File: src/pkg/rfs_defs.svh
`ifndef RFS_DEFS_SVH
`define RFS_DEFS_SVH

// tracker control register
`define RFS_AUX_ADDR   6'h1a
`define RFS_AUX1_BIT   0
`define RFS_AUX2_BIT   1
`define RFS_AUX_RST    2'h0
`define RFS_ADDR_W     6
`define RFS_DATA_W     8

// sticky flag positions
`define RFS_NFLAG      4
`define RFS_FLG_IO     0
`define RFS_FLG_ANA    1
`define RFS_FLG_ADC    2
`define RFS_FLG_RET    3

// reset release delay after analog rail recovers
`define RFS_REL_DLY_MS 12
`define RFS_CLK_KHZ    50000
`define RFS_REL_CYC    (`RFS_REL_DLY_MS * `RFS_CLK_KHZ)
`define RFS_CNT_W      20

`endif

File: src/pkg/rfs_pkg.sv
package rfs_pkg;

   // detector levels, one bit per comparator, high = condition present
   typedef struct packed {
      logic ref_c_fail;
      logic ref_b_fail;
      logic ref_a_fail;
      logic core_over;
      logic core_low;
      logic ana_over;
      logic ana_low;
      logic io_low_reset_level;
      logic io_low_warn_level;
      logic ret_low;
      logic adc_range;
      logic ana_range;
      logic io_range;
   } rfs_det_type;

   typedef enum logic [1:0] {
      RFS_ST_IDLE,
      RFS_ST_HOLD,
      RFS_ST_DELAY
   } rfs_state_type;

endpackage

File: src/verilog/rfs_supervisor.sv
`timescale 1ns/100ps
`include "rfs_defs.svh"

module rfs_supervisor
#(
   parameter int unsigned REL_CYC = `RFS_REL_CYC
)
(
   input  wire logic                     mclk_i,
   input  wire logic                     rst_i,
   input  wire logic                     ce_i,
   input  wire rfs_pkg::rfs_det_type     det_i,
   input  wire logic                     ana_low_rst_en_i,
   input  wire logic [`RFS_NFLAG-1:0]    flag_clr_i,
   input  wire logic                     reg_wr_i,
   input  wire logic [`RFS_ADDR_W-1:0]   reg_addr_i,
   input  wire logic [`RFS_DATA_W-1:0]   reg_wdata_i,
   output logic [`RFS_DATA_W-1:0]        reg_rdata_o,
   output logic [`RFS_NFLAG-1:0]         flags_o,
   output logic                          irq_out_n_o,
   output logic                          early_warning_out_o,
   output logic                          system_reset_n_o,
   output logic                          core_switch_open_o,
   output logic                          retention_supply_switch_open_o,
   output logic                          conv_protect_o,
   output logic                          power_up_o,
   output logic                          rails_enable_o,
   output logic                          aux_rail1_on_o,
   output logic                          aux_rail2_on_o
);

   //***************************************************************
   // detector synchronisers
   //***************************************************************
   rfs_pkg::rfs_det_type       s1_q;
   rfs_pkg::rfs_det_type       s2_q;
   rfs_pkg::rfs_det_type       s3_q;
   logic [`RFS_NFLAG-1:0]      ev_lvl;
   logic [`RFS_NFLAG-1:0]      ev_old;
   logic [`RFS_NFLAG-1:0]      ev_rise;

   // s1_q feeds only s2_q; edges are taken between s2_q and s3_q
   always_ff @(posedge mclk_i or posedge rst_i)
   begin
      if (rst_i)
      begin
         s1_q <= '0;
         s2_q <= '0;
         s3_q <= '0;
      end
      else if (ce_i)
      begin
         s1_q <= det_i;
         s2_q <= s1_q;
         s3_q <= s2_q;
      end
   end

   assign ev_lvl[`RFS_FLG_IO]  = s2_q.io_range;
   assign ev_lvl[`RFS_FLG_ANA] = s2_q.ana_range;
   assign ev_lvl[`RFS_FLG_ADC] = s2_q.adc_range;
   assign ev_lvl[`RFS_FLG_RET] = s2_q.ret_low;
   assign ev_old[`RFS_FLG_IO]  = s3_q.io_range;
   assign ev_old[`RFS_FLG_ANA] = s3_q.ana_range;
   assign ev_old[`RFS_FLG_ADC] = s3_q.adc_range;
   assign ev_old[`RFS_FLG_RET] = s3_q.ret_low;

   //***************************************************************
   // sticky status flags
   //***************************************************************
   logic [`RFS_NFLAG-1:0]      flag_q;
   logic [`RFS_NFLAG-1:0]      flag_d;
   logic                       core_rst;

   assign core_rst = s2_q.core_low;

   // a crossing that lands on a clear cycle still sets its flag
   genvar gi;
   generate
      for (gi = 0; gi < `RFS_NFLAG; gi++)
      begin : g_flag
         assign ev_rise[gi] = ev_lvl[gi] & ~ev_old[gi];
         assign flag_d[gi]  = ev_rise[gi] |
                              (flag_q[gi] & ~flag_clr_i[gi] & ~core_rst);
      end
   endgenerate

   always_ff @(posedge mclk_i or posedge rst_i)
   begin
      if (rst_i)
         flag_q <= '0;
      else if (ce_i)
         flag_q <= flag_d;
   end

   //***************************************************************
   // analog rail reset sequencer
   //***************************************************************
   rfs_pkg::rfs_state_type     st_q;
   rfs_pkg::rfs_state_type     st_d;
   logic [`RFS_CNT_W-1:0]      cnt_q;
   logic [`RFS_CNT_W-1:0]      cnt_d;
   logic                       cnt_end;

   assign cnt_end = (cnt_q == `RFS_CNT_W'(REL_CYC - 1));

   always_comb
   begin
      st_d  = st_q;
      cnt_d = cnt_q;
      unique case (st_q)
         rfs_pkg::RFS_ST_IDLE:
            if (ana_low_rst_en_i && s2_q.ana_low)
               st_d = rfs_pkg::RFS_ST_HOLD;
         rfs_pkg::RFS_ST_HOLD:
         begin
            cnt_d = '0;
            if (!s2_q.ana_low)
               st_d = rfs_pkg::RFS_ST_DELAY;
         end
         // a new dip restarts the full delay
         rfs_pkg::RFS_ST_DELAY:
            if (s2_q.ana_low)
               st_d = rfs_pkg::RFS_ST_HOLD;
            else if (cnt_end)
               st_d = rfs_pkg::RFS_ST_IDLE;
            else
               cnt_d = cnt_q + `RFS_CNT_W'(1);
      endcase
   end

   always_ff @(posedge mclk_i or posedge rst_i)
   begin
      if (rst_i)
      begin
         st_q  <= rfs_pkg::RFS_ST_IDLE;
         cnt_q <= '0;
      end
      else if (ce_i)
      begin
         st_q  <= st_d;
         cnt_q <= cnt_d;
      end
   end

   //***************************************************************
   // tracker control register
   //***************************************************************
   logic [1:0]                 aux_q;
   logic                       aux_sel;

   assign aux_sel = (reg_addr_i == `RFS_AUX_ADDR);

   always_ff @(posedge mclk_i or posedge rst_i)
   begin
      if (rst_i)
         aux_q <= `RFS_AUX_RST;
      else if (ce_i)
      begin
         if (core_rst)
            aux_q <= `RFS_AUX_RST;
         else if (reg_wr_i && aux_sel)
         begin
            aux_q[0] <= reg_wdata_i[`RFS_AUX1_BIT];
            aux_q[1] <= reg_wdata_i[`RFS_AUX2_BIT];
         end
      end
   end

   // unmapped addresses read zero
   always_ff @(posedge mclk_i or posedge rst_i)
   begin
      if (rst_i)
         reg_rdata_o <= '0;
      else if (ce_i)
      begin
         reg_rdata_o <= '0;
         if (aux_sel)
         begin
            reg_rdata_o[`RFS_AUX1_BIT] <= aux_q[0];
            reg_rdata_o[`RFS_AUX2_BIT] <= aux_q[1];
         end
      end
   end

   //***************************************************************
   // registered outputs
   //***************************************************************
   logic                       pwr_ok;
   logic                       rails_ok;
   logic                       rst_req;

   assign pwr_ok   = ~(s2_q.ref_a_fail | s2_q.ref_b_fail);
   assign rails_ok = pwr_ok & ~s2_q.ref_c_fail;
   // reset is taken from next state so it drops on the same edge
   assign rst_req  = s2_q.io_low_reset_level | core_rst |
                     (st_d != rfs_pkg::RFS_ST_IDLE);

   always_ff @(posedge mclk_i or posedge rst_i)
   begin
      if (rst_i)
      begin
         flags_o             <= '0;
         irq_out_n_o         <= 1'b1;
         early_warning_out_o <= 1'b0;
         system_reset_n_o    <= 1'b0;
      end
      else if (ce_i)
      begin
         flags_o             <= flag_d;
         irq_out_n_o         <= ~(|flag_d);
         early_warning_out_o <= s2_q.io_low_warn_level;
         system_reset_n_o    <= ~rst_req;
      end
   end

   // protective actions follow the detectors level for level
   always_ff @(posedge mclk_i or posedge rst_i)
   begin
      if (rst_i)
      begin
         core_switch_open_o             <= 1'b0;
         retention_supply_switch_open_o <= 1'b0;
         conv_protect_o                 <= 1'b0;
      end
      else if (ce_i)
      begin
         core_switch_open_o             <= s2_q.core_over;
         retention_supply_switch_open_o <= s2_q.core_over;
         conv_protect_o                 <= s2_q.ana_over;
      end
   end

   // a tracker only turns on when the rails are allowed to power up
   always_ff @(posedge mclk_i or posedge rst_i)
   begin
      if (rst_i)
      begin
         power_up_o     <= 1'b0;
         rails_enable_o <= 1'b0;
         aux_rail1_on_o <= 1'b0;
         aux_rail2_on_o <= 1'b0;
      end
      else if (ce_i)
      begin
         power_up_o     <= pwr_ok;
         rails_enable_o <= rails_ok;
         aux_rail1_on_o <= aux_q[0] & rails_ok;
         aux_rail2_on_o <= aux_q[1] & rails_ok;
      end
   end

   //***************************************************************
   // assertions
   //***************************************************************
   property p_flag_set;
      @(posedge mclk_i) disable iff (rst_i)
      ce_i && (|ev_rise) |=> (flags_o & $past(ev_rise)) == $past(ev_rise);
   endproperty
   a_flag_set: assert property (p_flag_set) else $error("event did not set its flag");
   property p_irq;
      @(posedge mclk_i) disable iff (rst_i)
      irq_out_n_o == ~(|flags_o);
   endproperty
   a_irq: assert property (p_irq) else $error("irq level disagrees with flags");
   property p_warn;
      @(posedge mclk_i) disable iff (rst_i)
      ce_i ##1 ce_i ##1 ce_i |=> early_warning_out_o == $past(det_i.io_low_warn_level, 3);
   endproperty
   a_warn: assert property (p_warn) else $error("warning does not follow detector");
   property p_io_rst;
      @(posedge mclk_i) disable iff (rst_i)
      ce_i && s2_q.io_low_reset_level |=> !system_reset_n_o;
   endproperty
   a_io_rst: assert property (p_io_rst) else $error("io low did not reset");
   property p_core_rst;
      @(posedge mclk_i) disable iff (rst_i)
      ce_i && core_rst |=> !system_reset_n_o && aux_q == `RFS_AUX_RST &&
         flag_q == $past(ev_rise);
   endproperty
   a_core_rst: assert property (p_core_rst) else $error("core low did not reset");
   property p_switch;
      @(posedge mclk_i) disable iff (rst_i)
      ce_i |=> core_switch_open_o == $past(s2_q.core_over) &&
               retention_supply_switch_open_o == core_switch_open_o;
   endproperty
   a_switch: assert property (p_switch) else $error("switch does not follow core over");
   property p_protect;
      @(posedge mclk_i) disable iff (rst_i)
      ce_i && s2_q.ana_over |=> conv_protect_o;
   endproperty
   a_protect: assert property (p_protect) else $error("no converter protect");
   property p_no_en;
      @(posedge mclk_i) disable iff (rst_i)
      ce_i && st_q == rfs_pkg::RFS_ST_IDLE && !ana_low_rst_en_i |=>
         st_q == rfs_pkg::RFS_ST_IDLE;
   endproperty
   a_no_en: assert property (p_no_en) else $error("analog low reset while disabled");
   property p_release;
      @(posedge mclk_i) disable iff (rst_i)
      ce_i && st_q == rfs_pkg::RFS_ST_DELAY && !s2_q.ana_low && cnt_end |=>
         st_q == rfs_pkg::RFS_ST_IDLE;
   endproperty
   a_release: assert property (p_release) else $error("delay end did not release");
   property p_refs;
      @(posedge mclk_i) disable iff (rst_i)
      ce_i && (s2_q.ref_a_fail || s2_q.ref_b_fail || s2_q.ref_c_fail) |=>
         !rails_enable_o && !aux_rail1_on_o && !aux_rail2_on_o &&
         power_up_o == !($past(s2_q.ref_a_fail) || $past(s2_q.ref_b_fail));
   endproperty
   a_refs: assert property (p_refs) else $error("rail on with failed reference");
   property p_upper_zero;
      @(posedge mclk_i) disable iff (rst_i)
      reg_rdata_o[`RFS_DATA_W-1:2] == 6'h00;
   endproperty
   a_upper_zero: assert property (p_upper_zero) else $error("upper bits not zero");
   property p_wr;
      @(posedge mclk_i) disable iff (rst_i)
      ce_i && reg_wr_i && aux_sel && !core_rst |=> aux_q == $past(reg_wdata_i[1:0]);
   endproperty
   a_wr: assert property (p_wr) else $error("tracker write lost");

endmodule

File: config.mk
export PLATFORM = sky130hd
export DESIGN_NAME = rfs_supervisor
export DESIGN_NICKNAME = d
export VERILOG_FILES = /design/src/pkg/rfs_pkg.sv /design/src/verilog/rfs_supervisor.sv
export VERILOG_INCLUDE_DIRS = /design/src /design/src/pkg
export SDC_FILE = /design/constraint.sdc
export NUM_CORES = 1
export LEC_CHECK = 0
export CAP_MARGIN = 20
export CORE_UTILIZATION = 45
export DETAILED_ROUTE_END_ITERATION = 10
export DONT_BUFFER_PORTS = 1
export GPL_ROUTABILITY_DRIVEN = 0
export SKIP_CTS_REPAIR_TIMING = 1
export SYNTH_ARGS = -nofsm -noshare
export SYNTH_HDL_FRONTEND = slang
export SYNTH_SLANG_ARGS = --single-unit
File: constraint.sdc
create_clock -name mclk_i -period 5.1 [get_ports mclk_i]
set_clock_uncertainty 0.15 [all_clocks]
set_input_delay 1.275 -clock mclk_i [delete_from_list [all_inputs] [get_ports mclk_i]]
set_output_delay 1.275 -clock mclk_i [all_outputs]
set_load 0.02 [all_outputs]
### After elaboration in Yosys (flattened, before gate mapping)

Index checks and enable logic that the tools add are counted.

| storage, ports and cells | value |
|---|---|
| register bits after elaboration | 69 |
| bits of input ports | 36 |
| output and inout bits | 22 |
| word-level logic and storage cells | 106 |

| operators by class | value |
|---|---|
| add/subtract/negate cells | 1 |
| equal/unequal tests | 6 |
| multiplexer cells | 11 |
| bitwise gates (word level) | 35 |
| reductions and logical operators | 9 |

Operators by type and width:

| operator | number |
|---|---|
| 20-bit 2-to-1 mux | 2 |
| 20-bit one-hot mux with 2 select lines | 1 |
| 20-bit by 1-bit adder with 20-bit output, second input constant | 1 |
| 20-bit == test, second input constant | 1 |
| 1-bit AND | 15 |
| 2-bit 2-to-1 mux | 7 |
| 1-bit inverter | 13 |
| 1-bit OR | 7 |
| 6-bit by 5-bit == test with 1-bit output, second input constant | 1 |
| 2-bit one-hot mux with 3 select lines | 1 |
| 2-bit nonzero test | 3 |
| 2-bit inequality test, second input constant | 2 |
| 4-bit AND reduction | 1 |
| 4-bit OR reduction | 1 |
| 2-bit by 1-bit == test with 1-bit output, second input constant | 1 |
| 2-bit == test, second input constant | 1 |
| 1-bit logical AND | 2 |
| 2-bit zero test | 1 |
| 2-bit AND reduction | 1 |

### Logic depth before layout (Yosys ltp)

| depth | value |
|---|---|
| depth in word-level cells | 7 |
| gate-level depth with buffers | 8 |
| mapped depth without buffers | 7 |

### Least setup slack after synthesis

OpenSTA, ideal clock, no wires.

| path | value |
|---|---|
| path type | input port to flip-flop |
| start point | in ce_i |
| end point | reg s1_q[10] (netlist bit) |
| setup time | 0.125 ns |
| data arrival time | 2.237 ns |
| required time | 4.825 ns |
| slack | 2.588 ns |
| stages on the path | 3 |
| path buffers | 2 |
| cells stage by stage | clkbuf_1 buf_1 mux2_2 |

RTL lines:

| element | line | text |
|---|---|---|
| from (decl) | rfs_supervisor.sv:11 | `input wire logic ce_i,` |
| to (signal assigned) | rfs_supervisor.sv:53 | `s1_q <= det_i;` |
| to (decl) | rfs_supervisor.sv:35 | `rfs_pkg::rfs_det_type s1_q;` |

No word-level cell between the ends.

### Worst setup path after layout

| path | value |
|---|---|
| start point | reg st_q[0] |
| end point | reg cnt_q[16] |

| between the ends | value |
|---|---|
| longest elaborated chain between the ends | 3 |
| elaborated cells between the ends (all ways) | 7 |
| classes of those cells | eq/ne: 4; mux: 1; reduce/logical: 2 |

Ends and longest elaborated chain:

| element | line | text |
|---|---|---|
| from (decl) | rfs_supervisor.sv:99 | `rfs_pkg::rfs_state_type st_q;` |
| from (signal assigned) | rfs_supervisor.sv:136 | `st_q <= rfs_pkg::RFS_ST_IDLE;` |
| from (signal assigned) | rfs_supervisor.sv:141 | `st_q <= st_d;` |
| 2-bit == test or 2-bit by 1-bit == test with 1-bit output (tied branches) | rfs_supervisor.sv:111 | `unique case (st_q)` |
| 2-bit inequality test (no line) or 2-bit nonzero test (tied branches) | n/a |  |
| 4-bit AND reduction (no line) | n/a |  |
| to (signal assigned) | rfs_supervisor.sv:142 | `cnt_q <= cnt_d;` |
| to (decl) | rfs_supervisor.sv:101 | `` logic [`RFS_CNT_W-1:0] cnt_q; `` |

Several ways; a longest one is shown, not always the timed one.
A chain may end at the register's enable or synchronous reset.

==> flow_summary_export.csv <==
group,metric,value,unit
global_route,grt-ovfl-total,0,
synth,ys_warn_count,0,
timing,fin_tns_setup,0,ns
route,wl_per_cell,15.36,um
floorplan,initial_utilization,47.07,%
placed_design,pre_cts_slack,2.455,ns
min_path,hp-start,"s2_q[11]",
timing,tightest_slew,0.6347,ns
timing,slew_headroom,57.63,%
global_route,grt_start_max_net_pins,60,
synth,avgSynthCellArea,11.00,um^2
timing,fmax,374.2,MHz
timing,whs,0.3260,ns
timing,timing.final.crit_period,2.673,ns
timing,timing.final.crit_share,52.40,%
route,drc,0,
route,ant_nets,0,
clocking,cts_tree,"built",
synth,synth_ff_type,"dfrtp_1",
synth,seq_area_frac_synth,53.44,%
floorplan,die_x,86.76,um
final_layout,area_growth,8.553,%
timing,rsz0062_at_grt,"no",
floorplan,io_pins,58,
synth,synth-edff-count,0,
power,p_per_area,425.1,nW/um^2
placed_design,dpl_cell_area,3279,um^2
clocking,cts_max_level,3,
global_route,grt_pass1_wl,10480,um
timing,setup_ws,2.427,ns
setup_path,arrival,2.79,ns
setup_path,critPathKind,"register to register",
clocking,cts_buffer_depth,2,
clocking,cts_sinks,69,
route,drtPass1Iterations,4,
clocking,clk_latency,0.35,ns
route,totalWireLength,6035,um
synth,syn_area,3233,um^2
setup_path,startpoint_type,"register",
min_path,min_path_type,"register to register",
setup_path,worstPathMaxFanout,14,
timing,finalSetupViolCount,0,
run_status,status,"complete, no violations",
placed_design,hpwlAfterDp,4017,um
placed_design,dp_cells,377,
final_layout,final-seq-area,1728,um^2
floorplan,core,6869,um^2
synth,netlist_instances,294,
clocking,path_clk_slew,0.08,ns
route,vias_per_cell,5.509,
global_route,antenna_found_initial,0,
setup_path,cp-end-kind,"register",
setup_path,r2r-start,"st_q[0]",
setup_path,startpoint,"st_q[0]",
timing,hold_viol,0,
floorplan,dieHeight,86.76,um
synth,ys_ff_latch,69,
power,ir_drop,0.0003164,V
floorplan,die-area,7527,um^2
final_layout,instances_no_fill,393,
timing,slew_viol_final,0,
synth,synth_cell_type_count,48,
clocking,clockRootBuffer,"clkbuf_8",
power,leakage,1.446,nW
global_route,grt_util_all_layers,18.29,%
final_layout,layout-drive-gt1-share,18.86,%
route,num_vias,2165,
final_layout,diodes,0,
final_layout,multi_input_area,1394,um^2
final_layout,final_area,3510,um^2
final_layout,final_nets,331,
final_layout,fill_cells,613,
global_route,grt_pass1_vias,2148,
floorplan,rows,30,
synth,ys_async_sr_fraction,100.0,%
route,drt_iter0_markers,150,
run,maxCapViolCount,0,
placed_design,io_buffers,0,
setup_path,required,5.21,ns
clocking,cts_buffers,9,
[final cells by class]
type / instances / area share (%)
Clock buffer: 9 / 3.529
Clock inverter: 7 / 3.030
Inverter: 8 / 0.8556
Multi-Input combinational cell: 203 / 39.71
Sequential cell: 69 / 49.23
Tap cell: 96 / 3.422
Timing Repair Buffer: 1 / 0.2139
[final timing paths]
check / depth (start not counted) / endpoint / slack [ns]
worst min-delay path: 1 / power_up_o / 0.33
max in group asynchronous: 2 / irq_out_n_o / 3.12
worst max-delay path: 7 / cnt_q[16] / 2.43
worst min register to register: 1 / power_up_o / 0.33
min in group asynchronous: 1 / rails_enable_o / 0.74
worst max register to register: 7 / cnt_q[16] / 2.43
[cells in the final DEF (no fill, tap or decap), types with 3 or more instances in the layout]
| master | Yosys | layout |
|---|---|---|
| ha_1 | 3 | 3 |
| nor3_1 | 3 | 3 |
| and3_1 | 3 | 3 |
| and4_1 | 3 | 3 |
| clkbuf_8 | 0 | 9 |
| mux2_2 | 34 | 34 |
| nor2b_1 | 3 | 3 |
| clkinv_4 | 0 | 3 |
| o21ai_0 | 21 | 21 |
| a22o_1 | 3 | 3 |
| o31ai_1 | 7 | 7 |
| nor2_1 | 20 | 20 |
| inv_1 | 8 | 7 |
| nand4_1 | 4 | 4 |
| a31oi_1 | 3 | 3 |
| nor4_1 | 4 | 4 |
| nand2_1 | 22 | 22 |
| xnor2_1 | 4 | 4 |
| nand3_1 | 9 | 9 |
| or3_1 | 4 | 4 |
| conb_1 | 1 | 6 |
| and2_1 | 4 | 4 |
| a21oi_1 | 12 | 12 |
| dfrtp_1 | 68 | 68 |
| o2bb2ai_1 | 7 | 7 |
[where the power goes]
| part | switching [mW] | internal, mW | total, mW |
|---|---|---|---|
| sequential | 0.0858 | 0.621 | 0.707 |
| clock | 0.228 | 0.283 | 0.510 |
| combinational | 0.154 | 0.121 | 0.275 |
| total | 0.467 | 1.02 | 1.49 |
[critical path, stage by stage, from the launching register on]
cell     delay [ns]
dfrtp_1        0.43
inv_1          0.11
ha_1           0.46
nor2b_4        0.31
o21ai_2        0.10
a31o_1         0.34
or4_1          0.54
a21oi_1        0.15
[synthesized netlist by cell type (4+ instances only)]
cell type / number / area (um^2)
inv_1: 8 / 30.03
o2bb2ai_1: 7 / 61.31
clkbuf_1: 8 / 30.03
or3_1: 4 / 25.02
mux2_2: 34 / 382.9
nand4_1: 4 / 25.02
o21ai_0: 21 / 105.1
a21oi_1: 12 / 60.06
nor2_1: 20 / 75.07
nand2_1: 22 / 82.58
and2_1: 4 / 25.02
nor4_1: 4 / 25.02
xnor2_1: 4 / 35.03
nand3_1: 9 / 45.04
dfrtp_1: 68 / 1702
o31ai_1: 7 / 52.55
buf_4: 7 / 52.55
[kinds of logic (layout without fill, tap and decap cells)]
logic type / count (synthesis) / after routing / synth area share, %
AND/OR/NAND/NOR: 92 / 92 / 15.48
flip-flops: 69 / 69 / 53.44
AO/OA/AOI/OAI: 64 / 64 / 12.85
multiplexers: 34 / 34 / 11.84
buffers and inverters: 27 / 25 / 4.025
XOR/XNOR: 4 / 4 / 1.083
adder cells (fa/ha/maj): 3 / 3 / 1.161
other: 1 / 6 / 0.1160
[sequential cells by signal (all words and copies together), names as in the netlist, 2 cells and up]
register     count
cnt_q           20
s1_q            13
s2_q             8
ev_lvl           4
ev_old           4
flags_o          4
aux_q            2
reg_rdata_o      2
st_q             2
[layer usage]
metal  global-route usage (%)  up-vias  wire, um
li1                         -     1058         -
met1                    24.86     1058      2957
met2                    26.91       41      2630
met3                    6.762        8       365
met4                    6.515        0        82
met5                        0        -         0
[stage by stage]
stage          total power [mW]  util [%]
3_3_place_gp             0.9863     47.74
5_1_grt                   1.584     51.09
3_5_place_dp             0.9934     47.74
4_1_cts                   1.509     51.09
6_report                  1.492     51.09
2_1_floorplan            0.9421         -
(Power assumes the default switching activity.)
